## config.mk

```make
export PLATFORM = sky130hd
export DESIGN_NAME = tdc_top
export DESIGN_NICKNAME = d
export VERILOG_FILES = /design/src/include/tdc_pkg.sv /design/src/verilog/tdc_axis_detect.sv /design/src/verilog/tdc_top.sv
export SDC_FILE = /design/constraint.sdc
export NUM_CORES = 1
export LEC_CHECK = 0
export BUFFER_PORTS_ARGS = -buffer_cell sky130_fd_sc_hd__buf_2
export CAP_MARGIN = 20
export CORE_MARGIN = 8
export CORE_UTILIZATION = 56
export CTS_BUF_LIST = sky130_fd_sc_hd__clkbuf_4 sky130_fd_sc_hd__clkbuf_8
export DETAILED_ROUTE_END_ITERATION = 8
export PLACE_DENSITY = 0.83
export SYNTH_ARGS = -nofsm -noshare
export SYNTH_HDL_FRONTEND = slang
export SYNTH_SLANG_ARGS = --single-unit
```

## constraint.sdc

```tcl
create_clock -name core_clk -period 2.45 [get_ports core_clk]
set_input_delay 0 -clock core_clk [delete_from_list [all_inputs] [get_ports core_clk]]
set_output_delay 0 -clock core_clk [all_outputs]
set_load 0.01 [all_outputs]
```

## src/include/tdc_pkg.sv

```systemverilog
// tap detect package: register offsets, field positions, reset values, detector states
// assumes an 8-bit register port and per-axis samples scaled at one count per threshold step
package tdc_pkg;
  // register offsets
  localparam logic [7:0] TDC_OFF_CFG = 8'h21;
  localparam logic [7:0] TDC_OFF_SRC = 8'h22;
  localparam logic [7:0] TDC_OFF_THX = 8'h23;
  localparam logic [7:0] TDC_OFF_THY = 8'h24;
  localparam logic [7:0] TDC_OFF_THZ = 8'h25;
  // tap_config fields
  localparam int TDC_CFG_ABORT = 7;
  localparam int TDC_CFG_LATCH = 6;
  localparam int TDC_CFG_ZD = 5;
  localparam int TDC_CFG_ZS = 4;
  localparam int TDC_CFG_YD = 3;
  localparam int TDC_CFG_YS = 2;
  localparam int TDC_CFG_XD = 1;
  localparam int TDC_CFG_XS = 0;
  // tap_source fields
  localparam int TDC_SRC_EA = 7;
  localparam int TDC_SRC_AX_LO = 4;
  localparam int TDC_SRC_DBL = 3;
  localparam int TDC_SRC_POL_LO = 0;
  // reset values
  localparam logic [7:0] TDC_RST_CFG = 8'h00;
  localparam logic [7:0] TDC_RST_SRC = 8'h00;
  localparam logic [6:0] TDC_RST_THR = 7'h00;
  localparam logic [7:0] TDC_RST_CNT = 8'h00;
  localparam logic [7:0] TDC_RD_UNMAPPED = 8'h00;
  // per-axis detector states
  typedef enum logic [2:0] {
    TDC_IDLE = 3'b000,
    TDC_ABOVE = 3'b001,
    TDC_WAIT_LOW = 3'b010,
    TDC_LATENCY = 3'b011,
    TDC_WINDOW = 3'b100,
    TDC_ABOVE2 = 3'b101
  } tdc_state_t;
endpackage : tdc_pkg

```

## src/verilog/tdc_axis_detect.sv

```systemverilog
// one axis of the tap detector: threshold start, time limit, latency, second-tap window
// assumes sample_tick marks one new sample per output data period
`timescale 1ns/10ps
module tdc_axis_detect (
  // clock and reset
  input wire logic core_clk,
  input wire logic rst_b,
  // sample stream
  input wire logic sample_tick,
  input wire logic signed [7:0] sample,
  // settings
  input wire logic [6:0] limit,
  input wire logic [7:0] time_limit,
  input wire logic [7:0] latency,
  input wire logic [7:0] window,
  input wire logic abort_on,
  // events
  output logic single_tap_ff,
  output logic double_tap_ff,
  output logic tap_sign_ff
);
  tdc_pkg::tdc_state_t state_ff, nxt_state;
  logic [7:0] cnt_ff, nxt_cnt;
  logic nxt_sign, nxt_single, nxt_double;
  logic in_tap_ff, nxt_in_tap;
  logic no_window_ff, nxt_no_window;
  logic [7:0] mag;
  logic above;

  // magnitude in threshold steps; range is fixed regardless of full scale
  assign mag = sample[7] ? 8'(-sample) : 8'(sample); // RULE_17
  assign above = mag > {1'b0, limit}; // RULE_15

  // next-state logic, advanced only on sample ticks
  always_comb begin
    nxt_state = state_ff;
    nxt_cnt = cnt_ff;
    nxt_sign = tap_sign_ff;
    nxt_single = 1'b0;
    nxt_double = 1'b0;
    nxt_in_tap = in_tap_ff;
    nxt_no_window = no_window_ff;
    if (sample_tick) begin
      unique case (state_ff)
        tdc_pkg::TDC_IDLE: begin
          if (above) begin // RULE_15
            nxt_state = tdc_pkg::TDC_ABOVE;
            nxt_cnt = tdc_pkg::TDC_RST_CNT;
            nxt_sign = sample[7];
          end
        end
        tdc_pkg::TDC_ABOVE, tdc_pkg::TDC_ABOVE2: begin
          if (!above) begin // RULE_19
            nxt_single = (state_ff == tdc_pkg::TDC_ABOVE);
            nxt_double = (state_ff == tdc_pkg::TDC_ABOVE2);
            nxt_state = tdc_pkg::TDC_LATENCY;
            nxt_cnt = tdc_pkg::TDC_RST_CNT;
            nxt_in_tap = 1'b0;
            nxt_no_window = (state_ff == tdc_pkg::TDC_ABOVE2); // no third tap after a double
          end else if (cnt_ff >= time_limit) begin
            nxt_state = tdc_pkg::TDC_WAIT_LOW; // too long: not a tap
          end else begin
            nxt_cnt = cnt_ff + 8'h01;
          end
        end
        tdc_pkg::TDC_WAIT_LOW: begin
          if (!above) begin
            nxt_state = tdc_pkg::TDC_IDLE;
          end
        end
        tdc_pkg::TDC_LATENCY: begin
          // taps are ignored here; only the abort option watches them
          if (above) begin // RULE_18
            nxt_in_tap = 1'b1;
          end else if (in_tap_ff) begin
            nxt_in_tap = 1'b0;
            if (abort_on) begin
              nxt_no_window = 1'b1; // RULE_02
            end
          end
          if (cnt_ff >= latency) begin
            nxt_cnt = tdc_pkg::TDC_RST_CNT;
            nxt_in_tap = 1'b0;
            // with abort off the search goes on after a single tap, whatever happens in latency
            nxt_state = nxt_no_window ? tdc_pkg::TDC_IDLE : tdc_pkg::TDC_WINDOW; // RULE_01
          end else begin
            nxt_cnt = cnt_ff + 8'h01;
          end
        end
        tdc_pkg::TDC_WINDOW: begin
          if (above) begin
            nxt_state = tdc_pkg::TDC_ABOVE2;
            nxt_cnt = tdc_pkg::TDC_RST_CNT;
            nxt_sign = sample[7];
          end else if (cnt_ff >= window) begin
            nxt_state = tdc_pkg::TDC_IDLE;
          end else begin
            nxt_cnt = cnt_ff + 8'h01;
          end
        end
        default: begin
          nxt_state = tdc_pkg::TDC_IDLE;
        end
      endcase
    end
  end

  // state registers
  always_ff @(posedge core_clk or negedge rst_b) begin
    if (!rst_b) begin
      state_ff <= tdc_pkg::TDC_IDLE;
      cnt_ff <= tdc_pkg::TDC_RST_CNT;
      tap_sign_ff <= 1'b0;
      single_tap_ff <= 1'b0;
      double_tap_ff <= 1'b0;
      in_tap_ff <= 1'b0;
      no_window_ff <= 1'b0;
    end else begin
      state_ff <= nxt_state;
      cnt_ff <= nxt_cnt;
      tap_sign_ff <= nxt_sign;
      single_tap_ff <= nxt_single;
      double_tap_ff <= nxt_double;
      in_tap_ff <= nxt_in_tap;
      no_window_ff <= nxt_no_window;
    end
  end
endmodule : tdc_axis_detect

```

## src/verilog/tdc_top.sv

```systemverilog
// tap detect register set: config, source, per-axis thresholds, three axis detectors
// assumes a single-cycle register port behind the serial interface, samples synchronous to core_clk
`timescale 1ns/10ps
// What this block does
// RULE_01: abort bit clear: double-tap search continues despite a tap inside latency.
// RULE_02: abort bit set: tap starting and ending inside latency suspends double-tap search.
// RULE_03: latch bit set latches tap flags into source; clear disables latching.
// RULE_04: config bits 5,3,1 enable double-tap flags for Z, Y, X.
// RULE_05: config bits 4,2,0 enable single-tap flags for Z, Y, X.
// RULE_06: every config bit resets to zero.
// RULE_07: event reported only when its axis and its type are enabled.
// RULE_08: source bit 7 is one once any tap event was generated.
// RULE_09: source bits 6,5,4 flag Z, Y, X events; reset zero.
// RULE_10: source bit 3 is zero for single, one for double tap.
// RULE_11: source bits 2,1,0 give Z, Y, X polarity; one means negative.
// RULE_12: event active set with latch on freezes all other status bits.
// RULE_13: reading source clears it and drops the tap interrupt.
// RULE_14: separate 7-bit thresholds for X, Y, Z; top bit reads zero.
// RULE_15: detection starts when axis magnitude exceeds its threshold.
// RULE_16: thresholds reset to zero.
// RULE_17: threshold is unsigned, fixed step, independent of full scale.
// RULE_18: after a first tap all taps are ignored for the latency time.
// RULE_19: tap valid only if signal falls below threshold within time limit.
// RULE_20: writes to the source register are ignored.
module tdc_top (
  // clock and reset
  input wire logic core_clk,
  input wire logic rst_b,
  // register port
  input wire logic [7:0] reg_addr,
  input wire logic reg_wr,
  input wire logic reg_rd,
  input wire logic [7:0] reg_wdata,
  output logic [7:0] reg_rdata_ff,
  output logic reg_rvalid_ff,
  // samples, signed, one count per threshold step
  input wire logic sample_tick,
  input wire logic signed [7:0] accel_x,
  input wire logic signed [7:0] accel_y,
  input wire logic signed [7:0] accel_z,
  // timer settings held elsewhere, in sample ticks
  input wire logic [7:0] tap_time_limit,
  input wire logic [7:0] tap_latency_window,
  input wire logic [7:0] tap_second_window,
  // interrupt
  output logic tap_irq_ff
);
  logic [7:0] cfg_ff, nxt_cfg;
  logic [7:0] src_ff, nxt_src;
  logic [6:0] thr_x_ff, nxt_thr_x;
  logic [6:0] thr_y_ff, nxt_thr_y;
  logic [6:0] thr_z_ff, nxt_thr_z;
  logic [7:0] nxt_rdata;
  logic nxt_rvalid, nxt_irq;
  logic [2:0] det_single, det_double, det_sign;
  logic [2:0] en_single, en_double, ev_single, ev_double, ev_axis;
  logic any_ev, frozen, rd_src, wr_cfg, wr_src;
  logic [7:0] ev_word;
  logic signed [7:0] accel [3];
  logic [6:0] thr [3];

  assign accel[0] = accel_x;
  assign accel[1] = accel_y;
  assign accel[2] = accel_z;
  assign thr[0] = thr_x_ff;
  assign thr[1] = thr_y_ff;
  assign thr[2] = thr_z_ff;

  // one detector per axis, index 0 = X, 1 = Y, 2 = Z
  for (genvar i = 0; i < 3; i++) begin : g_axis
    tdc_axis_detect u_det (
      .core_clk(core_clk),
      .rst_b(rst_b),
      .sample_tick(sample_tick),
      .sample(accel[i]),
      .limit(thr[i]),
      .time_limit(tap_time_limit),
      .latency(tap_latency_window),
      .window(tap_second_window),
      .abort_on(cfg_ff[tdc_pkg::TDC_CFG_ABORT]),
      .single_tap_ff(det_single[i]),
      .double_tap_ff(det_double[i]),
      .tap_sign_ff(det_sign[i])
    );
  end

  // per-axis enables out of the config register
  assign en_single = {cfg_ff[tdc_pkg::TDC_CFG_ZS], cfg_ff[tdc_pkg::TDC_CFG_YS], cfg_ff[tdc_pkg::TDC_CFG_XS]}; // RULE_05
  assign en_double = {cfg_ff[tdc_pkg::TDC_CFG_ZD], cfg_ff[tdc_pkg::TDC_CFG_YD], cfg_ff[tdc_pkg::TDC_CFG_XD]}; // RULE_04

  // events pass only when axis and type are both enabled
  assign ev_single = det_single & en_single; // RULE_07
  assign ev_double = det_double & en_double; // RULE_07
  assign ev_axis = ev_single | ev_double;
  assign any_ev = |ev_axis;

  // status word for a fresh event; polarity only for axes that fired
  assign ev_word = {1'b1, ev_axis, |ev_double, det_sign & ev_axis}; // RULE_08 RULE_09 RULE_10 RULE_11

  // access decode
  assign rd_src = reg_rd && (reg_addr == tdc_pkg::TDC_OFF_SRC);
  assign wr_cfg = reg_wr && (reg_addr == tdc_pkg::TDC_OFF_CFG);
  assign wr_src = reg_wr && (reg_addr == tdc_pkg::TDC_OFF_SRC);
  assign frozen = cfg_ff[tdc_pkg::TDC_CFG_LATCH] && src_ff[tdc_pkg::TDC_SRC_EA]; // RULE_03 RULE_12

  // writable registers; the source register has no write path at all
  always_comb begin
    nxt_cfg = cfg_ff;
    nxt_thr_x = thr_x_ff;
    nxt_thr_y = thr_y_ff;
    nxt_thr_z = thr_z_ff;
    if (wr_cfg) begin
      nxt_cfg = reg_wdata;
    end
    if (reg_wr && (reg_addr == tdc_pkg::TDC_OFF_THX)) begin
      nxt_thr_x = reg_wdata[6:0]; // RULE_14
    end
    if (reg_wr && (reg_addr == tdc_pkg::TDC_OFF_THY)) begin
      nxt_thr_y = reg_wdata[6:0]; // RULE_14
    end
    if (reg_wr && (reg_addr == tdc_pkg::TDC_OFF_THZ)) begin
      nxt_thr_z = reg_wdata[6:0]; // RULE_14
    end
  end

  always_ff @(posedge core_clk or negedge rst_b) begin
    if (!rst_b) begin
      cfg_ff <= tdc_pkg::TDC_RST_CFG; // RULE_06
      thr_x_ff <= tdc_pkg::TDC_RST_THR; // RULE_16
      thr_y_ff <= tdc_pkg::TDC_RST_THR;
      thr_z_ff <= tdc_pkg::TDC_RST_THR;
    end else begin
      cfg_ff <= nxt_cfg;
      thr_x_ff <= nxt_thr_x;
      thr_y_ff <= nxt_thr_y;
      thr_z_ff <= nxt_thr_z;
    end
  end

  // source register: read clears, a coincident event wins over the clear
  always_comb begin
    nxt_src = src_ff; // RULE_20
    if (rd_src) begin
      nxt_src = tdc_pkg::TDC_RST_SRC; // RULE_13
    end
    // when latched and active, new events are dropped unless they arrive in the same cycle as a source read
    if (any_ev && (!frozen || rd_src)) begin
      nxt_src = ev_word; // RULE_12
    end
    nxt_irq = nxt_src[tdc_pkg::TDC_SRC_EA]; // RULE_08 RULE_13
  end

  always_ff @(posedge core_clk or negedge rst_b) begin
    if (!rst_b) begin
      src_ff <= tdc_pkg::TDC_RST_SRC;
      tap_irq_ff <= 1'b0;
    end else begin
      src_ff <= nxt_src;
      tap_irq_ff <= nxt_irq;
    end
  end

  // read mux; the value read is the one before any clear
  always_comb begin
    nxt_rvalid = reg_rd;
    nxt_rdata = reg_rdata_ff;
    if (reg_rd) begin
      unique case (reg_addr)
        tdc_pkg::TDC_OFF_CFG: nxt_rdata = cfg_ff;
        tdc_pkg::TDC_OFF_SRC: nxt_rdata = src_ff;
        tdc_pkg::TDC_OFF_THX: nxt_rdata = {1'b0, thr_x_ff}; // RULE_14
        tdc_pkg::TDC_OFF_THY: nxt_rdata = {1'b0, thr_y_ff}; // RULE_14
        tdc_pkg::TDC_OFF_THZ: nxt_rdata = {1'b0, thr_z_ff}; // RULE_14
        default: nxt_rdata = tdc_pkg::TDC_RD_UNMAPPED;
      endcase
    end
  end

  always_ff @(posedge core_clk or negedge rst_b) begin
    if (!rst_b) begin
      reg_rdata_ff <= tdc_pkg::TDC_RD_UNMAPPED;
      reg_rvalid_ff <= 1'b0;
    end else begin
      reg_rdata_ff <= nxt_rdata;
      reg_rvalid_ff <= nxt_rvalid;
    end
  end
endmodule : tdc_top
```

==> metrics.yaml <==
outcome:
  status: "complete, but fails checks"
  violations: "setup timing"
setup_path:
  critPathLaunchType: "register"
  r2r_start: "thr_x_ff[3]"
  reg2reg_to: "g_axis[0].u_det.tap_sign_ff"
  crit_fanout: 3
  path_class: "register to register"
  r2r_slack_ns: -0.10
  startpoint: "thr_x_ff[3]"
  cp_data_arrival_time_ns: 2.81
  setup.worst_path.end: "g_axis[0].u_det.tap_sign_ff"
  cpPeakStageDelay_ns: 0.38
  end_kind: "register"
  ff2ff_path_depth: 9
  path_cells: "inv_1 > ha_1 > and4_1 > a211oi_2 > o31ai_4 > buf_4 > o311a_1 > nand3_2 > mux2_2"
  crit_slowest_cell: "dfrtp_1"
  critical_path_required_ns: 2.71
floorplan:
  coreArea_um2: 12600
  fp-row-count: 41
  initial_core_util_pct: 57.3
  die_h_um: 130
  io_pins: 79
  die_area_um2: 16800
  die_x_um: 130
sta:
  max_freq_mhz: 392
  slew_headroom_pct: 57.1
  worstMarginPinSlew_ns: 0.643
  setup_viol: 12
  drv_slew: 0
  finClkSkew_ns: 0.0152
  final.min_clock_period_ns: 2.55
  fin_crit_sh_pct: 104
  fin_ws_ns: -0.102
  hold_viol: 0
  rsz0062_at_grt: "true"
clock_network:
  cts_max_path_buffers: 2
  cts_buffers: 9
  htreeDepth: 3
  cts-root-buf: "clkbuf_8"
  path_clk_slew_ns: 0.11
  cts_tree: "done"
  clock_sinks: 94
  clock_latency_ns: 0.38
yosys:
  synth_xor_area_share_pct: 1.82
  synth-compound-area-share_pct: 23.4
  netlist_area_um2: 7230
  ys_warn_count: 0
  yosys.area_share.simple_pct: 16.6
  synthMuxAreaShare_pct: 3.65
  netlist.area_leader.share_pct: 32.5
  synth_edf_count: 0
  synth_top_cell_by_area: "dfrtp_1"
  syn_inst: 802
  synthFlopType: "dfrtp_1"
  async_flop_share_pct: 100
  synth_top_family_by_area: "compound AO/OA/AOI/OAI gates"
  synthDistinctLibCells: 73
  syn_nets: 970
  postSynthAreaPerCell_um2: 9.01
  synth_area_leaders: "dfrtp_1 33%, ha_1 17%, o21ai_0 4.4%"
  synth_fa_ha_area_share_pct: 17.1
  synth_seq_area_share_pct: 32.5
  ys_ff_latch: 94
power_and_ir_drop:
  power_density_nw_per_um2: 590
  ir_drop_mv: 0.336
  p_leak_nw: 4.63
cells_and_area:
  syn_to_final_growth_pct: 26.7
  drive_gt1_share_pct: 29.3
  fin_util_pct: 72.6
  fin_nets: 1147
  final_area_um2: 9160
  diodes: 0
route:
  dr.pass1.iters: 5
  wl_per_cell_um: 17.5
  drt-total-wl_mm: 20.2
  dr_total_vias: 6819
  vias_per_cell: 5.90
  postRouteAntennaNets: 0
  dr.first_iter.drc_count: 492
  drc: 0
min_path:
  hold_class: "input port to register"
grt:
  grt_pass1_wl_mm: 32.1
  overflow: 0
  grt_max_degree: 49
  grt_pass1_vias: 6766
  grtUsageTotal_pct: 23.6
  antenna_found_initial: 0
place:
  gp_congestion: 0.949
  dp_hpwl_mm: 15.2
  dpl-instance-area_um2: 8550
  port_buffers: 78
job:
  maxCapViolations: 0
==> what timing repair did <==
item | in CTS | in global routing
pin swaps | 12 | 23
endpoints found under the hold margin | 77 | 0
gates resized for setup | 14 | 46
buffers inserted | 5 | 6
hold buffers | 11 | 0
endpoints found under the setup margin | 24 | 39
==> flip-flops by register name (all words and copies together) (netlist names), 7 cells and up <==
register,flops
thr_x_ff,7
g_axis.u_det.state_ff,9
thr_z_ff,7
g_axis.u_det.cnt_ff,24
reg_rdata_ff,8
thr_y_ff,7
src_ff,8
cfg_ff,8
==> layout make-up <==
cell class	instances	area (µm²)
Timing Repair Buffer	188	1270
Clock buffer	9	124
Tap cell	172	215
Clock inverter	7	70.1
Sequential cell	94	2360
Inverter	69	259
Fill cell	914	3460
Multi-Input combinational cell	617	4860
==> through the flow <==
stage / setup WS [ns] / setup TNS [ns] / total power, W / std cells / hold slack, ns
after floorplan: -0.211 / -1.65 / 0.00333 / 802 / -0.296
after global placement: -0.355 / -7.61 / 0.00405 / 1121 / 0.0596
after detailed placement: -0.596 / -12.03 / 0.00414 / 1121 / 0.0651
after CTS: -0.110 / -1.33 / 0.00525 / 1151 / 0.00868
after global routing: -0.229 / -2.75 / 0.00573 / 1156 / 0.0276
final: -0.102 / -0.818 / 0.00541 / 1156 / 0.0163
==> power by group <==
group	switching, W	internal, W	leakage (nW)
logic	0.00120	0.00112	3.36
registers	0.000269	0.00179	1.18
clock network	0.000628	0.000393	0.0883
total	0.00210	0.00331	4.63
==> synthesized netlist by cell type (all sizes together) (3+ instances only) <==
| library cell | number |
|---|---|
| ha | 99 |
| buf | 6 |
| o21ai | 65 |
| a311oi | 3 |
| o21a | 4 |
| o31ai | 8 |
| o211ai | 6 |
| and2 | 4 |
| mux2 | 16 |
| nor4 | 8 |
| clkbuf | 16 |
| and3 | 6 |
| a21oi | 38 |
| nand3 | 27 |
| a211o | 5 |
| nand2b | 10 |
| or2 | 6 |
| a22oi | 9 |
| nor2 | 63 |
| a221oi | 7 |
| a211oi | 13 |
| xnor2 | 15 |
| dfrtp | 94 |
| and4 | 3 |
| a22o | 25 |
| nand2 | 70 |
| a21o | 28 |
| nor3 | 7 |
| or3 | 7 |
| mux2i | 8 |
| nor2b | 19 |
| inv | 68 |
==> per-layer routing <==
layer	global-route usage [%]	wire, µm	vias up
li1	-	-	3275
met4	8.88	656	0
met1	28.7	8280	3221
met5	0	0	-
met3	3.86	1250	51
met2	41.1	10000	272
==> worst min path at each step <==
stage | from | endpoint | slack (ns) | cells past startpoint
after detailed placement | rst_b | thr_x_ff[3] | 0.07 | 1
after floorplan | rst_b | cfg_ff[0] | -0.30 | 0
after CTS | accel_z[7] | g_axis[2].u_det.tap_sign_ff | 0.009 | 2
after global placement | rst_b | thr_x_ff[1] | 0.06 | 1
after global routing | accel_z[7] | g_axis[2].u_det.tap_sign_ff | 0.03 | 2
final | accel_z[7] | g_axis[2].u_det.tap_sign_ff | 0.02 | 2
==> worst max-delay path: cells and delay by family, from the launching register on <==
kind                       cells  cell delay (ns)
AOI/OAI and AO/OA              3             0.82
buffers and inverters          2             0.23
muxes                          1             0.33
adders and majority gates      1             0.34
and+or+nand+nor                2             0.33
DFF                            1             0.38
==> cell usage in the layout (no fill, tap or decap), types with 22 or more instances in the layout <==
| cell type | n |
|---|---|
| nand3_1 | 25 |
| a21o_1 | 22 |
| dfrtp_1 | 90 |
| buf_2 | 77 |
| inv_1 | 64 |
| a22o_1 | 25 |
| o21ai_0 | 58 |
| a21oi_1 | 32 |
| nor2_1 | 62 |
| buf_4 | 96 |
| nand2_1 | 69 |
| ha_1 | 95 |
==> kinds of logic after synthesis <==
family	Yosys count
adder cells (fa/ha/maj)	99
flip-flops	94
AND/OR/NAND/NOR	242
XOR/XNOR	15
AO/OA/AOI/OAI	237
buffers and inverters	91
multiplexers	24
(Power assumes the default switching activity.)
